[src/rtl/ewp_pkg.sv]
package ewp_pkg;
  // Control byte layout
  localparam int PRE_MSB = 7;
  localparam int PRE_LSB = 4;
  localparam int ADR_MSB = 3;
  localparam int ADR_LSB = 1;
  localparam int RW_BIT = 0;
  // Control byte preambles
  localparam logic [3:0] PRE_ARRAY = 4'hA;
  localparam logic [3:0] PRE_LOCK = 4'h6;
  // Reversible lock commands, write form
  localparam logic [7:0] CMD_REV_SET = 8'h62;
  localparam logic [7:0] CMD_REV_CLR = 8'h66;
  // First location of the upper half
  localparam logic [7:0] UPPER_BASE = 8'h80;
  // Timing: clock period and self-timed write cycle
  localparam int CLK_PERIOD_PS = 5000;
  localparam int WR_TIME_NS = 1000000;
  localparam int WR_CYCLES = (WR_TIME_NS * 1000 + CLK_PERIOD_PS - 1) / CLK_PERIOD_PS;
  // Controller register map
  localparam int APB_AW = 12;
  localparam logic [11:0] REG_CMD = 12'h000;
  localparam logic [11:0] REG_STAT = 12'h004;
  // Command register fields
  localparam int CMD_CTRL_LSB = 0;
  localparam int CMD_ADDR_LSB = 8;
  localparam int CMD_DATA_LSB = 16;
  // Status register fields
  localparam int STAT_PEND = 0;
  localparam int STAT_DONE = 1;
  localparam int STAT_ACK = 2;
  localparam int STAT_DBUSY = 3;
  // Controller sequencing states
  typedef enum logic [1:0] {EWP_IDLE, EWP_WAIT_FREE, EWP_WAIT_RSP} ewp_host_st_t;
  // Lower half test used by the array write gate
  function automatic logic ewp_in_lower(input logic [7:0] a);
    return a < UPPER_BASE;
  endfunction
endpackage

[src/rtl/ewp_link_if.sv]
`timescale 1ns/1ps
`default_nettype none
// Command-level link between controller and protected memory
interface ewp_link_if;
  logic req; // One-cycle command strobe
  logic [7:0] ctrl; // Control byte
  logic [7:0] waddr; // Word address
  logic [7:0] wdata; // Data byte
  logic rsp_valid; // One-cycle answer strobe
  logic rsp_ack; // Acknowledge of the answer
  logic busy; // Self-timed write cycle running
  modport dev (input req, ctrl, waddr, wdata, output rsp_valid, rsp_ack, busy);
  modport ctl (output req, ctrl, waddr, wdata, input rsp_valid, rsp_ack, busy);
endinterface
`default_nettype wire

[src/rtl/ewp_dev_end.sv]
// Behaviour
// (RQ1) Soft locks guard 00h-7Fh; pin guards all
// (RQ2) Preamble 0110 write sets permanent lock
// (RQ3) No lock programming while protect pin high
// (RQ4) Controller waits out write cycle after commands
// (RQ5) Permanent lock set: never acknowledge 0110
// (RQ6) 62h with straps 0,0,HV sets reversible
// (RQ7) 66h with straps 0,1,HV clears reversible
// (RQ8) Protect pin high blocks every array write
// (RQ9) Pin low: permission from soft locks only
// (RQ10) Locked: acknowledge, commit upper half only
// (RQ11) Unlocked: acknowledge, commit whole array
// (RQ12) Permanent query: nack if set, else ack
// (RQ13) Permanent set: nack if set, else program
// (RQ14) Reversible query: nack if set, else ack
// (RQ15) Reversible set: nack if set, else program
// (RQ16) Reversible clear: nack if permanent set
// (RQ17) Blocked writes still ack and run cycle
// (RQ18) Pin high: lock commands ack, flags unchanged
// (RQ19) Address bits match straps; bit 0 reads
// (RQ20) HV detect input; flags in nonvolatile cells
// (RQ21) Floating protect pin behaves as low
`timescale 1ns/1ps
`default_nettype none
module ewp_dev_end #(
  parameter int WR_CYCLES = ewp_pkg::WR_CYCLES
) (
  input wire logic pclk,
  input wire logic presetn,
  input wire logic ce,
  ewp_link_if.dev link,
  input wire logic addr_strap_2,
  input wire logic addr_strap_1,
  input wire logic addr_strap_0,
  input wire logic addr_strap_0_hv,
  input wire logic wp_at_supply,
  input wire logic nv_perm_stored,
  input wire logic nv_rev_stored,
  output logic nv_we,
  output logic nv_perm_d,
  output logic nv_rev_d,
  output logic arr_we,
  output logic [7:0] arr_addr,
  output logic [7:0] arr_wdata,
  output logic permanent_soft_lock,
  output logic reversible_soft_lock
);
  ////////////////////////////////////////////////////////////////////////////
  // Declarations
  logic loaded_r; // Flags restored from cells
  logic loaded_nxt;
  logic perm_r; // Permanent lock copy
  logic perm_nxt;
  logic rev_r; // Reversible lock copy
  logic rev_nxt;
  logic rsp_valid_r; // Answer strobe
  logic rsp_valid_nxt;
  logic rsp_ack_r; // Answer acknowledge
  logic rsp_ack_nxt;
  logic arr_we_r; // Array write strobe
  logic arr_we_nxt;
  logic [7:0] arr_addr_r; // Array write address
  logic [7:0] arr_addr_nxt;
  logic [7:0] arr_wdata_r; // Array write data
  logic [7:0] arr_wdata_nxt;
  logic nv_we_r; // Cell program strobe
  logic nv_we_nxt;
  logic nv_perm_r; // Cell data, permanent
  logic nv_perm_nxt;
  logic nv_rev_r; // Cell data, reversible
  logic nv_rev_nxt;
  logic start; // Launch write cycle
  logic busy; // Write cycle running
  logic [3:0] pre; // Preamble field
  logic [2:0] adr; // Address field
  logic rd; // Read select
  logic strap_match; // Address field equals straps
  logic is_array; // Normal array access
  logic is_rev_set; // Reversible set or query
  logic is_rev_clr; // Reversible clear
  logic is_perm; // Permanent set or query
  logic wp_hi; // Hardware protect asserted
  logic lock_any; // Either soft lock

  ////////////////////////////////////////////////////////////////////////////
  // Write cycle timer
  ewp_wr_timer #(
    .CYCLES(WR_CYCLES)
  ) u_timer (
    .pclk(pclk),
    .presetn(presetn),
    .ce(ce),
    .start(start),
    .busy(busy)
  );

  ////////////////////////////////////////////////////////////////////////////
  // Control byte decode
  always_comb begin
    pre = link.ctrl[ewp_pkg::PRE_MSB:ewp_pkg::PRE_LSB];
    adr = link.ctrl[ewp_pkg::ADR_MSB:ewp_pkg::ADR_LSB];
    rd = link.ctrl[ewp_pkg::RW_BIT]; // RQ19
    strap_match = (adr == {addr_strap_2, addr_strap_1, addr_strap_0}); // RQ19
    is_array = (pre == ewp_pkg::PRE_ARRAY) && strap_match; // RQ19
    // HV on strap 0 arrives as its own detect line
    is_rev_set = (link.ctrl[ewp_pkg::PRE_MSB:ewp_pkg::ADR_LSB]
      == ewp_pkg::CMD_REV_SET[ewp_pkg::PRE_MSB:ewp_pkg::ADR_LSB]) && addr_strap_0_hv
      && !addr_strap_2 && !addr_strap_1; // RQ6 RQ20
    is_rev_clr = (link.ctrl == ewp_pkg::CMD_REV_CLR) && addr_strap_0_hv
      && !addr_strap_2 && addr_strap_1; // RQ7 RQ20
    // Permanent commands use the ordinary strap match
    is_perm = (pre == ewp_pkg::PRE_LOCK) && strap_match && !addr_strap_0_hv; // RQ2
    // Floating pin reads as low on this input
    wp_hi = wp_at_supply; // RQ21
    lock_any = perm_r || rev_r;
  end

  ////////////////////////////////////////////////////////////////////////////
  // Command response and lock update
  always_comb begin
    loaded_nxt = 1'b1;
    perm_nxt = perm_r;
    rev_nxt = rev_r;
    rsp_valid_nxt = 1'b0;
    rsp_ack_nxt = rsp_ack_r;
    arr_we_nxt = 1'b0;
    arr_addr_nxt = arr_addr_r;
    arr_wdata_nxt = arr_wdata_r;
    nv_we_nxt = 1'b0;
    start = 1'b0;
    if (!loaded_r) begin
      // Restore flags from nonvolatile cells
      perm_nxt = nv_perm_stored; // RQ20
      rev_nxt = nv_rev_stored; // RQ20
    end else if (link.req) begin
      rsp_valid_nxt = 1'b1;
      rsp_ack_nxt = 1'b0;
      if (busy) begin
        // Inputs disabled during write cycle
        rsp_ack_nxt = 1'b0;
      end else if (is_array) begin
        rsp_ack_nxt = 1'b1; // RQ10 RQ11
        if (!rd) begin
          // Cycle runs even when nothing is written
          start = 1'b1; // RQ17
          arr_addr_nxt = link.waddr;
          arr_wdata_nxt = link.wdata;
          // Pin blocks all; locks block the lower half
          arr_we_nxt = !wp_hi
            && !(lock_any && ewp_pkg::ewp_in_lower(link.waddr)); // RQ1 RQ8 RQ9 RQ10 RQ11
        end
      end else if ((pre == ewp_pkg::PRE_LOCK) && perm_r) begin
        // Whole preamble silenced for good
        rsp_ack_nxt = 1'b0; // RQ5 RQ12 RQ13 RQ16
      end else if (is_rev_set) begin
        rsp_ack_nxt = !rev_r; // RQ14 RQ15
        if (!rd && !rev_r) begin
          start = 1'b1; // RQ17
          if (!wp_hi) begin
            rev_nxt = 1'b1; // RQ15 RQ6 RQ3
            nv_we_nxt = 1'b1;
          end
        end
      end else if (is_rev_clr) begin
        rsp_ack_nxt = 1'b1; // RQ16
        start = 1'b1;
        if (!wp_hi) begin
          rev_nxt = 1'b0; // RQ7 RQ3 RQ18
          nv_we_nxt = 1'b1;
        end
      end else if (is_perm) begin
        // Permanent lock known clear on this branch
        rsp_ack_nxt = 1'b1; // RQ12 RQ13
        if (!rd) begin
          // Word address and data are ignored
          start = 1'b1; // RQ2
          if (!wp_hi) begin
            perm_nxt = 1'b1; // RQ13 RQ3 RQ18
            nv_we_nxt = 1'b1;
          end
        end
      end
    end
    nv_perm_nxt = perm_nxt;
    nv_rev_nxt = rev_nxt;
  end

  // Registers, frozen while ce low
  always_ff @(posedge pclk or negedge presetn) begin
    if (!presetn) begin
      loaded_r <= 1'b0;
      perm_r <= 1'b0;
      rev_r <= 1'b0;
      rsp_valid_r <= 1'b0;
      rsp_ack_r <= 1'b0;
      arr_we_r <= 1'b0;
      arr_addr_r <= 8'h00;
      arr_wdata_r <= 8'h00;
      nv_we_r <= 1'b0;
      nv_perm_r <= 1'b0;
      nv_rev_r <= 1'b0;
    end else if (ce) begin
      loaded_r <= loaded_nxt;
      perm_r <= perm_nxt;
      rev_r <= rev_nxt;
      rsp_valid_r <= rsp_valid_nxt;
      rsp_ack_r <= rsp_ack_nxt;
      arr_we_r <= arr_we_nxt;
      arr_addr_r <= arr_addr_nxt;
      arr_wdata_r <= arr_wdata_nxt;
      nv_we_r <= nv_we_nxt;
      nv_perm_r <= nv_perm_nxt;
      nv_rev_r <= nv_rev_nxt;
    end
  end

  ////////////////////////////////////////////////////////////////////////////
  // Outputs
  assign link.rsp_valid = rsp_valid_r;
  assign link.rsp_ack = rsp_ack_r;
  assign link.busy = busy;
  assign arr_we = arr_we_r;
  assign arr_addr = arr_addr_r;
  assign arr_wdata = arr_wdata_r;
  assign nv_we = nv_we_r;
  assign nv_perm_d = nv_perm_r;
  assign nv_rev_d = nv_rev_r;
  assign permanent_soft_lock = perm_r;
  assign reversible_soft_lock = rev_r;
endmodule // ewp_dev_end
`default_nettype wire

[src/rtl/ewp_wr_timer.sv]
`timescale 1ns/1ps
`default_nettype none
// Self-timed write cycle counter
module ewp_wr_timer #(
  parameter int CYCLES = ewp_pkg::WR_CYCLES
) (
  input wire logic pclk,
  input wire logic presetn,
  input wire logic ce,
  input wire logic start,
  output logic busy
);
  logic [31:0] cnt_r; // Cycles left
  logic [31:0] cnt_nxt;
  logic busy_r; // Cycle in progress
  logic busy_nxt;

  ////////////////////////////////////////////////////////////////////////////
  // Next count
  always_comb begin
    cnt_nxt = cnt_r;
    busy_nxt = busy_r;
    if (start && !busy_r) begin
      // Load full cycle
      cnt_nxt = 32'(CYCLES);
      busy_nxt = 1'b1;
    end else if (busy_r) begin
      // Count down, drop on last
      cnt_nxt = cnt_r - 32'h0000_0001;
      busy_nxt = (cnt_r != 32'h0000_0001);
    end
  end

  // Registers, frozen while ce low
  always_ff @(posedge pclk or negedge presetn) begin
    if (!presetn) begin
      cnt_r <= 32'h0000_0000;
      busy_r <= 1'b0;
    end else if (ce) begin
      cnt_r <= cnt_nxt;
      busy_r <= busy_nxt;
    end
  end

  assign busy = busy_r;
endmodule // ewp_wr_timer
`default_nettype wire

[src/flat_wrapper.sv]
// flat-port wrapper written by rule: the top's interface ports become plain ports
module ewp_dev_end_flat 
#(
  parameter int WR_CYCLES = ewp_pkg::WR_CYCLES
)
  (pclk, presetn, ce, addr_strap_2, addr_strap_1, addr_strap_0, addr_strap_0_hv, wp_at_supply, nv_perm_stored, nv_rev_stored, nv_we, nv_perm_d, nv_rev_d, arr_we, arr_addr, arr_wdata, permanent_soft_lock, reversible_soft_lock, link_req, link_ctrl, link_waddr, link_wdata, link_rsp_valid, link_rsp_ack, link_busy);
  ewp_link_if link_i ();
  input wire logic pclk;
  input wire logic presetn;
  input wire logic ce;
  input wire logic addr_strap_2;
  input wire logic addr_strap_1;
  input wire logic addr_strap_0;
  input wire logic addr_strap_0_hv;
  input wire logic wp_at_supply;
  input wire logic nv_perm_stored;
  input wire logic nv_rev_stored;
  output logic nv_we;
  output logic nv_perm_d;
  output logic nv_rev_d;
  output logic arr_we;
  output logic [7:0] arr_addr;
  output logic [7:0] arr_wdata;
  output logic permanent_soft_lock;
  output logic reversible_soft_lock;
  input wire logic [$bits(link_i.req)-1:0] link_req;
  input wire logic [$bits(link_i.ctrl)-1:0] link_ctrl;
  input wire logic [$bits(link_i.waddr)-1:0] link_waddr;
  input wire logic [$bits(link_i.wdata)-1:0] link_wdata;
  output wire logic [$bits(link_i.rsp_valid)-1:0] link_rsp_valid;
  output wire logic [$bits(link_i.rsp_ack)-1:0] link_rsp_ack;
  output wire logic [$bits(link_i.busy)-1:0] link_busy;
  assign link_i.req = link_req;
  assign link_i.ctrl = link_ctrl;
  assign link_i.waddr = link_waddr;
  assign link_i.wdata = link_wdata;
  assign link_rsp_valid = link_i.rsp_valid;
  assign link_rsp_ack = link_i.rsp_ack;
  assign link_busy = link_i.busy;
  ewp_dev_end #(.WR_CYCLES(WR_CYCLES)) u_core (.pclk(pclk), .presetn(presetn), .ce(ce), .link(link_i), .addr_strap_2(addr_strap_2), .addr_strap_1(addr_strap_1), .addr_strap_0(addr_strap_0), .addr_strap_0_hv(addr_strap_0_hv), .wp_at_supply(wp_at_supply), .nv_perm_stored(nv_perm_stored), .nv_rev_stored(nv_rev_stored), .nv_we(nv_we), .nv_perm_d(nv_perm_d), .nv_rev_d(nv_rev_d), .arr_we(arr_we), .arr_addr(arr_addr), .arr_wdata(arr_wdata), .permanent_soft_lock(permanent_soft_lock), .reversible_soft_lock(reversible_soft_lock));
endmodule
[config.mk]
export PLATFORM = sky130hd
export DESIGN_NAME = ewp_dev_end_flat
export DESIGN_NICKNAME = d
export VERILOG_FILES = /design/src/rtl/ewp_pkg.sv /design/src/rtl/ewp_link_if.sv /design/src/rtl/ewp_dev_end.sv /design/src/rtl/ewp_wr_timer.sv /design/src/flat_wrapper.sv
export SDC_FILE = /design/constraint.sdc
export NUM_CORES = 1
export LEC_CHECK = 0
export BUFFER_PORTS_ARGS = -buffer_cell sky130_fd_sc_hd__buf_2
export CAP_MARGIN = 20
export CORE_MARGIN = 4
export CORE_UTILIZATION = 54
export CTS_CLUSTER_DIAMETER = 150
export DETAILED_ROUTE_END_ITERATION = 10
export MAX_ROUTING_LAYER = met4
export PLACE_DENSITY = 0.87
export SYNTH_ARGS = -nofsm -noshare
export SYNTH_HDL_FRONTEND = slang
export SYNTH_SLANG_ARGS = --single-unit
[constraint.sdc]
create_clock -name pclk -period 3.5 [get_ports pclk]
set_clock_uncertainty 0.2 [all_clocks]
set_input_delay 0.175 -clock pclk [delete_from_list [all_inputs] [get_ports pclk]]
set_output_delay 0.175 -clock pclk [all_outputs]
set_load 0.03 [all_outputs]
Word level (Yosys, flattened, before mapping)
Index checks and enable logic that the tools add are counted.
{ "word_totals": {"regBits": 56, "in_bits": 35, "wordCells": 118} }
{ "op_classes": {"n_addsub": 1, "order_cmp": 1, "n_eq_ne": 17, "n_mux": 57, "bitwise_logic": 2, "reduce_logical": 29} }
{ "op_table": {"columns": ["cell", "n"], "rows": [
  ["$mux W32", 2],
  ["$mux W1", 55],
  ["$ne A32 B1 Y1 const B", 1],
  ["$sub A32 B1 Y32 const B", 1],
  ["$ne A2 B2 Y1 const B", 9],
  ["$logic_and A1 B1 Y1", 14],
  ["$reduce_and A10 Y1", 1],
  ["$eq A8 B7 Y1 const B", 1],
  ["$logic_not A1 Y1", 8],
  ["$lt A8 B8 Y1 const B", 1],
  ["$reduce_and A8 Y1", 1],
  ["$eq A7 B6 Y1 const B", 1],
  ["$ne A3 B3 Y1 const B", 2],
  ["$reduce_and A6 Y1", 1],
  ["$eq A4 B3 Y1 const B", 1],
  ["$eq A4 B4 Y1 const B", 1],
  ["$eq A3 B3 Y1", 1],
  ["$reduce_and A3 Y1", 1],
  ["$not A1 Y1", 2],
  ["$reduce_and A2 Y1", 1],
  ["$reduce_bool A2 Y1", 1],
  ["$logic_or A1 B1 Y1", 1]
]} }

Depth between registers and ports, before layout
Gate-level depths: netlist of run 1.
{ "logic_depth": {"word_depth": 14, "depth_mapped": 9} }

Modules after synthesis
Synthesis of run 1 repeated with hierarchy kept, for this count alone.
{ "unflattened": {"hier_cells": 280, "area_unflattened_um2": 3015.4} }
{ "modules_own_cells": {"columns": ["module", "n_inst", "cells_per_inst", "area_per_inst_um2"], "rows": [
  ["ewp_wr_timer", 1, 182, 1790.5],
  ["ewp_dev_end", 1, 98, 1224.9]
]} }

Worst setup path after synthesis of run 1
No wires, ideal clock.
{ "synth_timing": {"path_kind": "register to register", "start": "register u_core.u_timer.cnt_r[21]", "end": "register u_core.u_timer.cnt_r[27]", "arrival_ns": 2.474, "required_time_ns": 3.223, "setup_slack_ns": 0.749, "stages_incl_launch_ff": 7, "n_path_buf": 1, "synth_period_minus_slack_ns": 2.751, "path_cell_list": "dfrtp_1 > or4_4 > or4_4 > or4_1 > buf_2 > or4_1 > a21oi_1"} }
{ "synth_between": {"elab_chain_cells": 3} }
{ "synth_rtl": {"columns": ["element", "line", "rtl"], "rows": [
  ["from (decl)", "ewp_wr_timer.sv:13", "logic [31:0] cnt_r;"],
  ["from (signal assigned)", "ewp_wr_timer.sv:40", "cnt_r <= cnt_nxt;"],
  ["$sub A32 B1 Y32", "ewp_wr_timer.sv:29", "cnt_nxt = cnt_r - 32'h0000_0001;"],
  ["$mux W32", "ewp_wr_timer.sv:27", "end else if (busy_r) begin"],
  ["$mux W32", "ewp_wr_timer.sv:23", "if (start && !busy_r) begin"]
]} }
Every way passes these cells. The select of a mux whose other input is x is not followed.
A chain may end at the register's enable or synchronous reset.

Final worst setup path of run 1
{ "layout_timing": {"start": "register u_core.u_timer.cnt_r[13]", "end": "register u_core.u_timer.cnt_r[31]"} }
The elaborated chain is that of the path after synthesis.

==> results of run 1 <==
-- metal layers --
metal | up-vias | part of all wire (%)
li1 | 1187 | -
met1 | 1157 | 43
met2 | 61 | 50
met3 | 11 | 5.3
met4 | 0 | 1.5
met5 | - | 0
-- timing repair --
action	in CTS	in global routing
endpoints found under the setup margin	0	0
hold endpoints to repair	58	0
hold buffers	22	0
-- worst reg2reg max path, cell delays in order, from the launching register on --
cell     delay (ns)
dfrtp_1        0.43
or4_1          0.59
or3_1          0.50
or4_1          0.66
or3_1          0.40
a21oi_1        0.17
-- registers in the layout, summed over array words and instances, names as in the netlist --
| register | count |
|---|---|
| u_core.nv_we | 1 |
| u_core.permanent_soft_lock | 1 |
| u_core.u_timer.busy | 1 |
| u_core.link.rsp_valid | 1 |
| u_core.arr_we | 1 |
| u_core.reversible_soft_lock | 1 |
| u_core.loaded_r | 1 |
| u_core.arr_wdata | 8 |
| u_core.u_timer.cnt_r | 32 |
| u_core.link.rsp_ack | 1 |
| u_core.arr_addr | 8 |
-- layout by cell type (no fill, tap or decap), types with 3 or more instances in the layout --
cell type	count
a21oi_1	5
a31oi_1	4
buf_2	59
buf_4	5
clkbuf_8	5
dfrtp_1	56
dlygate4sd3_1	22
inv_1	6
nand2_1	57
nand2b_1	6
nand3_1	7
nand4_1	3
nor2_1	30
nor3_1	12
nor4_1	12
nor4bb_1	3
o21ai_0	6
o22ai_1	3
or2_2	3
or3_1	10
or4_1	7
xnor2_1	18
xor2_1	9
-- worst paths after layout --
check / start / to / cells after the start
min in group asynchronous: presetn / u_core.link.rsp_valid / 2
worst min-delay path: ce / u_core.link.rsp_valid / 2
max in group asynchronous: presetn / u_core.u_timer.cnt_r[6] / 3
worst max-delay path: u_core.u_timer.cnt_r[13] / u_core.u_timer.cnt_r[31] / 5
worst max register to register: u_core.u_timer.cnt_r[13] / u_core.u_timer.cnt_r[31] / 5
worst min register to register: u_core.arr_addr[5] / u_core.arr_addr[5] / 2
-- kinds of logic (layout without fill, tap and decap cells) --
family / count (synthesis) / after routing / share of synthesized area [%]
AOI/OAI and AO/OA: 30 / 30 / 7.10
xor gates and xnor gates: 27 / 27 / 8.55
adders and majority gates: 2 / 2 / 0.904
buffers and inverters: 21 / 101 / 3.44
DFF: 56 / 56 / 50.7
other: 0 / 1 / 0
and+or+nand+nor: 161 / 161 / 29.4
-- layout make-up --
type / instances / area, sq um / area share (%)
Sequential cell: 56 / 1400 / 40.3
Inverter: 6 / 22.5 / 0.648
Antenna cell: 1 / 2.50 / 0.0720
Timing Repair Buffer: 87 / 568 / 16.4
Clock inverter: 3 / 42.5 / 1.22
Tap cell: 67 / 83.8 / 2.41
Clock buffer: 5 / 68.8 / 1.98
Multi-Input combinational cell: 220 / 1280 / 37.0
-- power breakdown --
part	total (mW)	leakage (nW)	internal (mW)	switching (mW)
clock network	0.424	0.0541	0.212	0.212
registers	0.749	0.761	0.697	0.0521
logic	0.291	0.996	0.125	0.166
total	1.46	1.81	1.03	0.430
==> impl_metrics.ini, run 1 <==
[clock_network]
cts_root_buffer = clkbuf_8
clk_latency_ns = 0.31
cts_tree = built
clk_pin_slew_ns = 0.10
ctsResizeCount = 0
cts_max_path_buffers = 2
cts_setup_buffers = 0
cts_sinks = 56
numCtsBuffers = 5
htreeDepth = 2

[routing]
drc = 0
drtPass1Iterations = 4
routed_wl_microns = 6430
vias = 2416
detail-route-antenna-nets = 0
vias_per_cell = 5.43
drt_iter0_drc = 120
wl_per_cell_microns = 14.4

[global_routing]
grt_max_degree = 40
met3_usage_pct = 5.19
use_met2_pct = 37.6
grt_first_pass_wirelength_microns = 11400
use_met1_pct = 29.9
grt_pass1_vias = 2468
gr-total-overflow = 0
track_usage_pct = 23.5
globalRoute.busiestLayer = met2
antenna_found_initial = 1

[sta]
finalSetupViolCount = 0
fmax_mhz = 331
slew_violations = 0
finalCritPeriodShare_pct = 86.4
slew_headroom_pct = 44.2
worst_pin_slew_ns = 0.836
setup_ws_ns = 0.476
fin_tns_setup_ns = 0
min_period_ns = 3.02
rsz0062_at_grt = false
hold_viol = 0
timing.hold.ws_ns = 0.0185

[synth]
syn_inst = 297
synth_top_area_cell = dfrtp_1
synthesis.nets = 334
ys_ff_latch = 56
synth_common_cells = nand2_1 (57), dfrtp_1 (56), nor2_1 (30), xnor2_1 (18)
syn_area_sq_um = 2770
ys.flop_type = dfrtp_1
yosysTopAreaCellShare_pct = 50.7
yosys-top-cells-area = dfrtp_1 (51%), nand2_1 (7.7%), xnor2_1 (5.7%), nor2_1 (4.1%), xor2_1 (2.8%)
synth_edf_count = 0
async_flop_share_pct = 100
post-synth-top-count-cell = nand2_1
yosysSeqAreaShare_pct = 50.7
ys_warn_count = 0
ys_types = 42
avgSynthCellArea_sq_um = 9.31

[layout]
n_fill_cell = 360
finalCoreUtilization_pct = 71.6
stdcell_count = 445
areaGrowthSynthToFinish_pct = 25.6
finalInstanceArea_sq_um = 3470
drive_gt1_share_pct = 21.8
final_nets = 413

[placed_design]
dpl_worst_slack_ns = 0.483
portBuffers = 59
dp_hpwl_microns = 4260
placedCellCount = 413
place_area_sq_um = 3120
gp_congestion = 0.819

[critical_path]
crit_type = register to register
cp_max_fo = 12
r2r_slack_ns = 0.48
arrival_ns = 3.06
cp_top_family = simple AND/OR/NAND/NOR gates
critPathRequiredTime_ns = 3.53
crit_path_cell_trace = or4_1 > or3_1 > or4_1 > or3_1 > a21oi_1
startpoint_type = register
max_stage_delay_ns = 0.66
cp-end-kind = register
critPathSlowestCell = or4_1
cp_num_buf_inv = 0

[power]
ir_drop_uv = 275
powerDensity_nw_per_um2 = 422
power_mw = 1.46
leakagePower_nw = 1.81

[floorplanning]
die_x_microns = 79.6
core_area_sq_um = 4850
die-area_sq_um = 6330
num_rows = 25
die_height_microns = 79.6
start_util_pct = 57.1
pin_count = 60

[outcome]
status = finished clean

[min_path]
hold_path_class = primary input to register

[job]
drv_cap = 0
Power figures use the tool's default switching activity.
==> run 2, diff against run 1 <==
- MAX_ROUTING_LAYER: met4 -> default
==> impl_metrics.ini, run 2 (synthesized netlist as in run 1, its figures left out) <==
[layout]
largest_reg_flops = 32
drive_gt1_share_pct = 21.8
regMostFlops = u_core.u_timer.cnt_r
n_fill_cell = 360
finalCoreUtilization_pct = 71.6
areaGrowthSynthToFinish_pct = 25.6
final_cell_mix = buf_2 (59), nand2_1 (57), dfrtp_1 (56), nor2_1 (30), dlygate4sd3_1 (22)
final_common_cell = buf_2
stdcell_count = 445
final_nets = 413

[clock_network]
clk_latency_ns = 0.31
numCtsBuffers = 5
clk_pin_slew_ns = 0.10
htreeDepth = 2
cts_tree = built
cts_sinks = 56
cts_root_buffer = clkbuf_8
cts_max_path_buffers = 2

[critical_path]
cp_max_fo = 12
max_stage_delay_ns = 0.66
cp_num_buf_inv = 0
r2r_slack_ns = 0.48
cp_top_family = simple AND/OR/NAND/NOR gates
cp-endpoint = u_core.u_timer.cnt_r[31]
critPathSlowestCell = or4_1
arrival_ns = 3.06
crit_path_cell_trace = or4_1 > or3_1 > or4_1 > or3_1 > a21oi_1
crit_cells = 5
critPathRequiredTime_ns = 3.53
cp-end-kind = register
startpoint_type = register
reg2reg_from = u_core.u_timer.cnt_r[13]
reg2reg_to = u_core.u_timer.cnt_r[31]
reg2reg_depth = 5
crit_start = u_core.u_timer.cnt_r[13]
crit_type = register to register

[power]
leakagePower_nw = 1.81
ir_drop_uv = 273
powerDensity_nw_per_um2 = 422

[outcome]
status = finished clean

[placed_design]
portBuffers = 59
placedCellCount = 413
dp_hpwl_microns = 4260
gp_congestion = 0.807

[routing]
routed_wl_microns = 6460
wl_per_cell_microns = 14.5
drc = 0
drt_iter0_drc = 114
vias = 2414
vias_per_cell = 5.42
drtPass1Iterations = 4
detail-route-antenna-nets = 0

[min_path]
hold_path_class = primary input to register

[global_routing]
grt_pass1_vias = 2470
antenna_found_initial = 1
track_usage_pct = 22.9
grt_max_degree = 40
gr-total-overflow = 0
grt_first_pass_wirelength_microns = 11400

[floorplanning]
pin_count = 60
die_x_microns = 79.6
die-area_sq_um = 6330
num_rows = 25
die_height_microns = 79.6
core_area_sq_um = 4850
start_util_pct = 57.1

[sta]
slew_violations = 0
min_period_ns = 3.02
worst_pin_slew_ns = 0.837
timing.hold.ws_ns = 0.0213
fmax_mhz = 331
fin_tns_setup_ns = 0
slew_headroom_pct = 44.2
rsz0062_at_grt = false
hold_viol = 0
finalCritPeriodShare_pct = 86.4
finalSetupViolCount = 0

[job]
drv_cap = 0
## run 2: cell counts in the layout (fill, tap and decap cells not counted)
Identical to the previous run, type by type.
## run 2: layout make-up
cell class	instances	area [sq um]	area share (%)
inverters	6	22.5	0.648
repair buffers	87	568	16.4
flip-flops and latches	56	1400	40.3
diodes	1	2.50	0.0720
multi-input cells	220	1280	37.0
clock buffers	5	68.8	1.98
well taps	67	83.8	2.41
clock inverters	3	42.5	1.22
## run 2: worst min-delay path by stage
| stage | depth (start not counted) | start | slack [ns] | to |
|---|---|---|---|---|
| after floorplan | 0 | presetn | -0.32 | u_core.arr_addr[0] |
| after global placement | 1 | presetn | 0.11 | u_core.link.rsp_valid |
| after detailed placement | 1 | presetn | 0.12 | u_core.link.rsp_valid |
| after CTS | 4 | addr_strap_0_hv | 0.02 | u_core.permanent_soft_lock |
| after global routing | 2 | ce | 0.05 | u_core.link.rsp_valid |
| final | 4 | addr_strap_0_hv | 0.02 | u_core.permanent_soft_lock |
## run 2: per-layer routing
layer	vias to the layer above	wire length (microns)	track usage [%]
li1	1187	-	-
met1	1149	2740	29.2
met4	0	109	7.73
met2	67	3240	37.9
met5	-	0	0
met3	11	373	5.87
## run 2: repair_timing
action	4_1_cts	5_1_grt
resized for setup	0	0
hold buffers	22	0
hold endpoints to repair	58	0
buffers inserted	0	0
## run 2: worst min-delay path, cell delays in order
cell	delay [ns]
buf_2	0.09
nor4_1	0.07
nand4_1	0.09
a31oi_1	0.07
## run 2: power breakdown
part | total, mW | switching (mW) | internal [mW]
logic | 0.290 | 0.165 | 0.125
clock network | 0.424 | 0.212 | 0.212
registers | 0.750 | 0.0524 | 0.697
total | 1.46 | 0.430 | 1.03
## run 2: metrics by stage
step	cell area [sq um]	power [mW]	worst slack, ns
2_1_floorplan	2770	0.940	0.749
3_3_place_gp	3120	1.02	0.544
3_5_place_dp	3120	1.03	0.483
4_1_cts	3460	1.47	0.475
5_1_grt	3470	1.54	0.329
6_report	3470	1.46	0.476
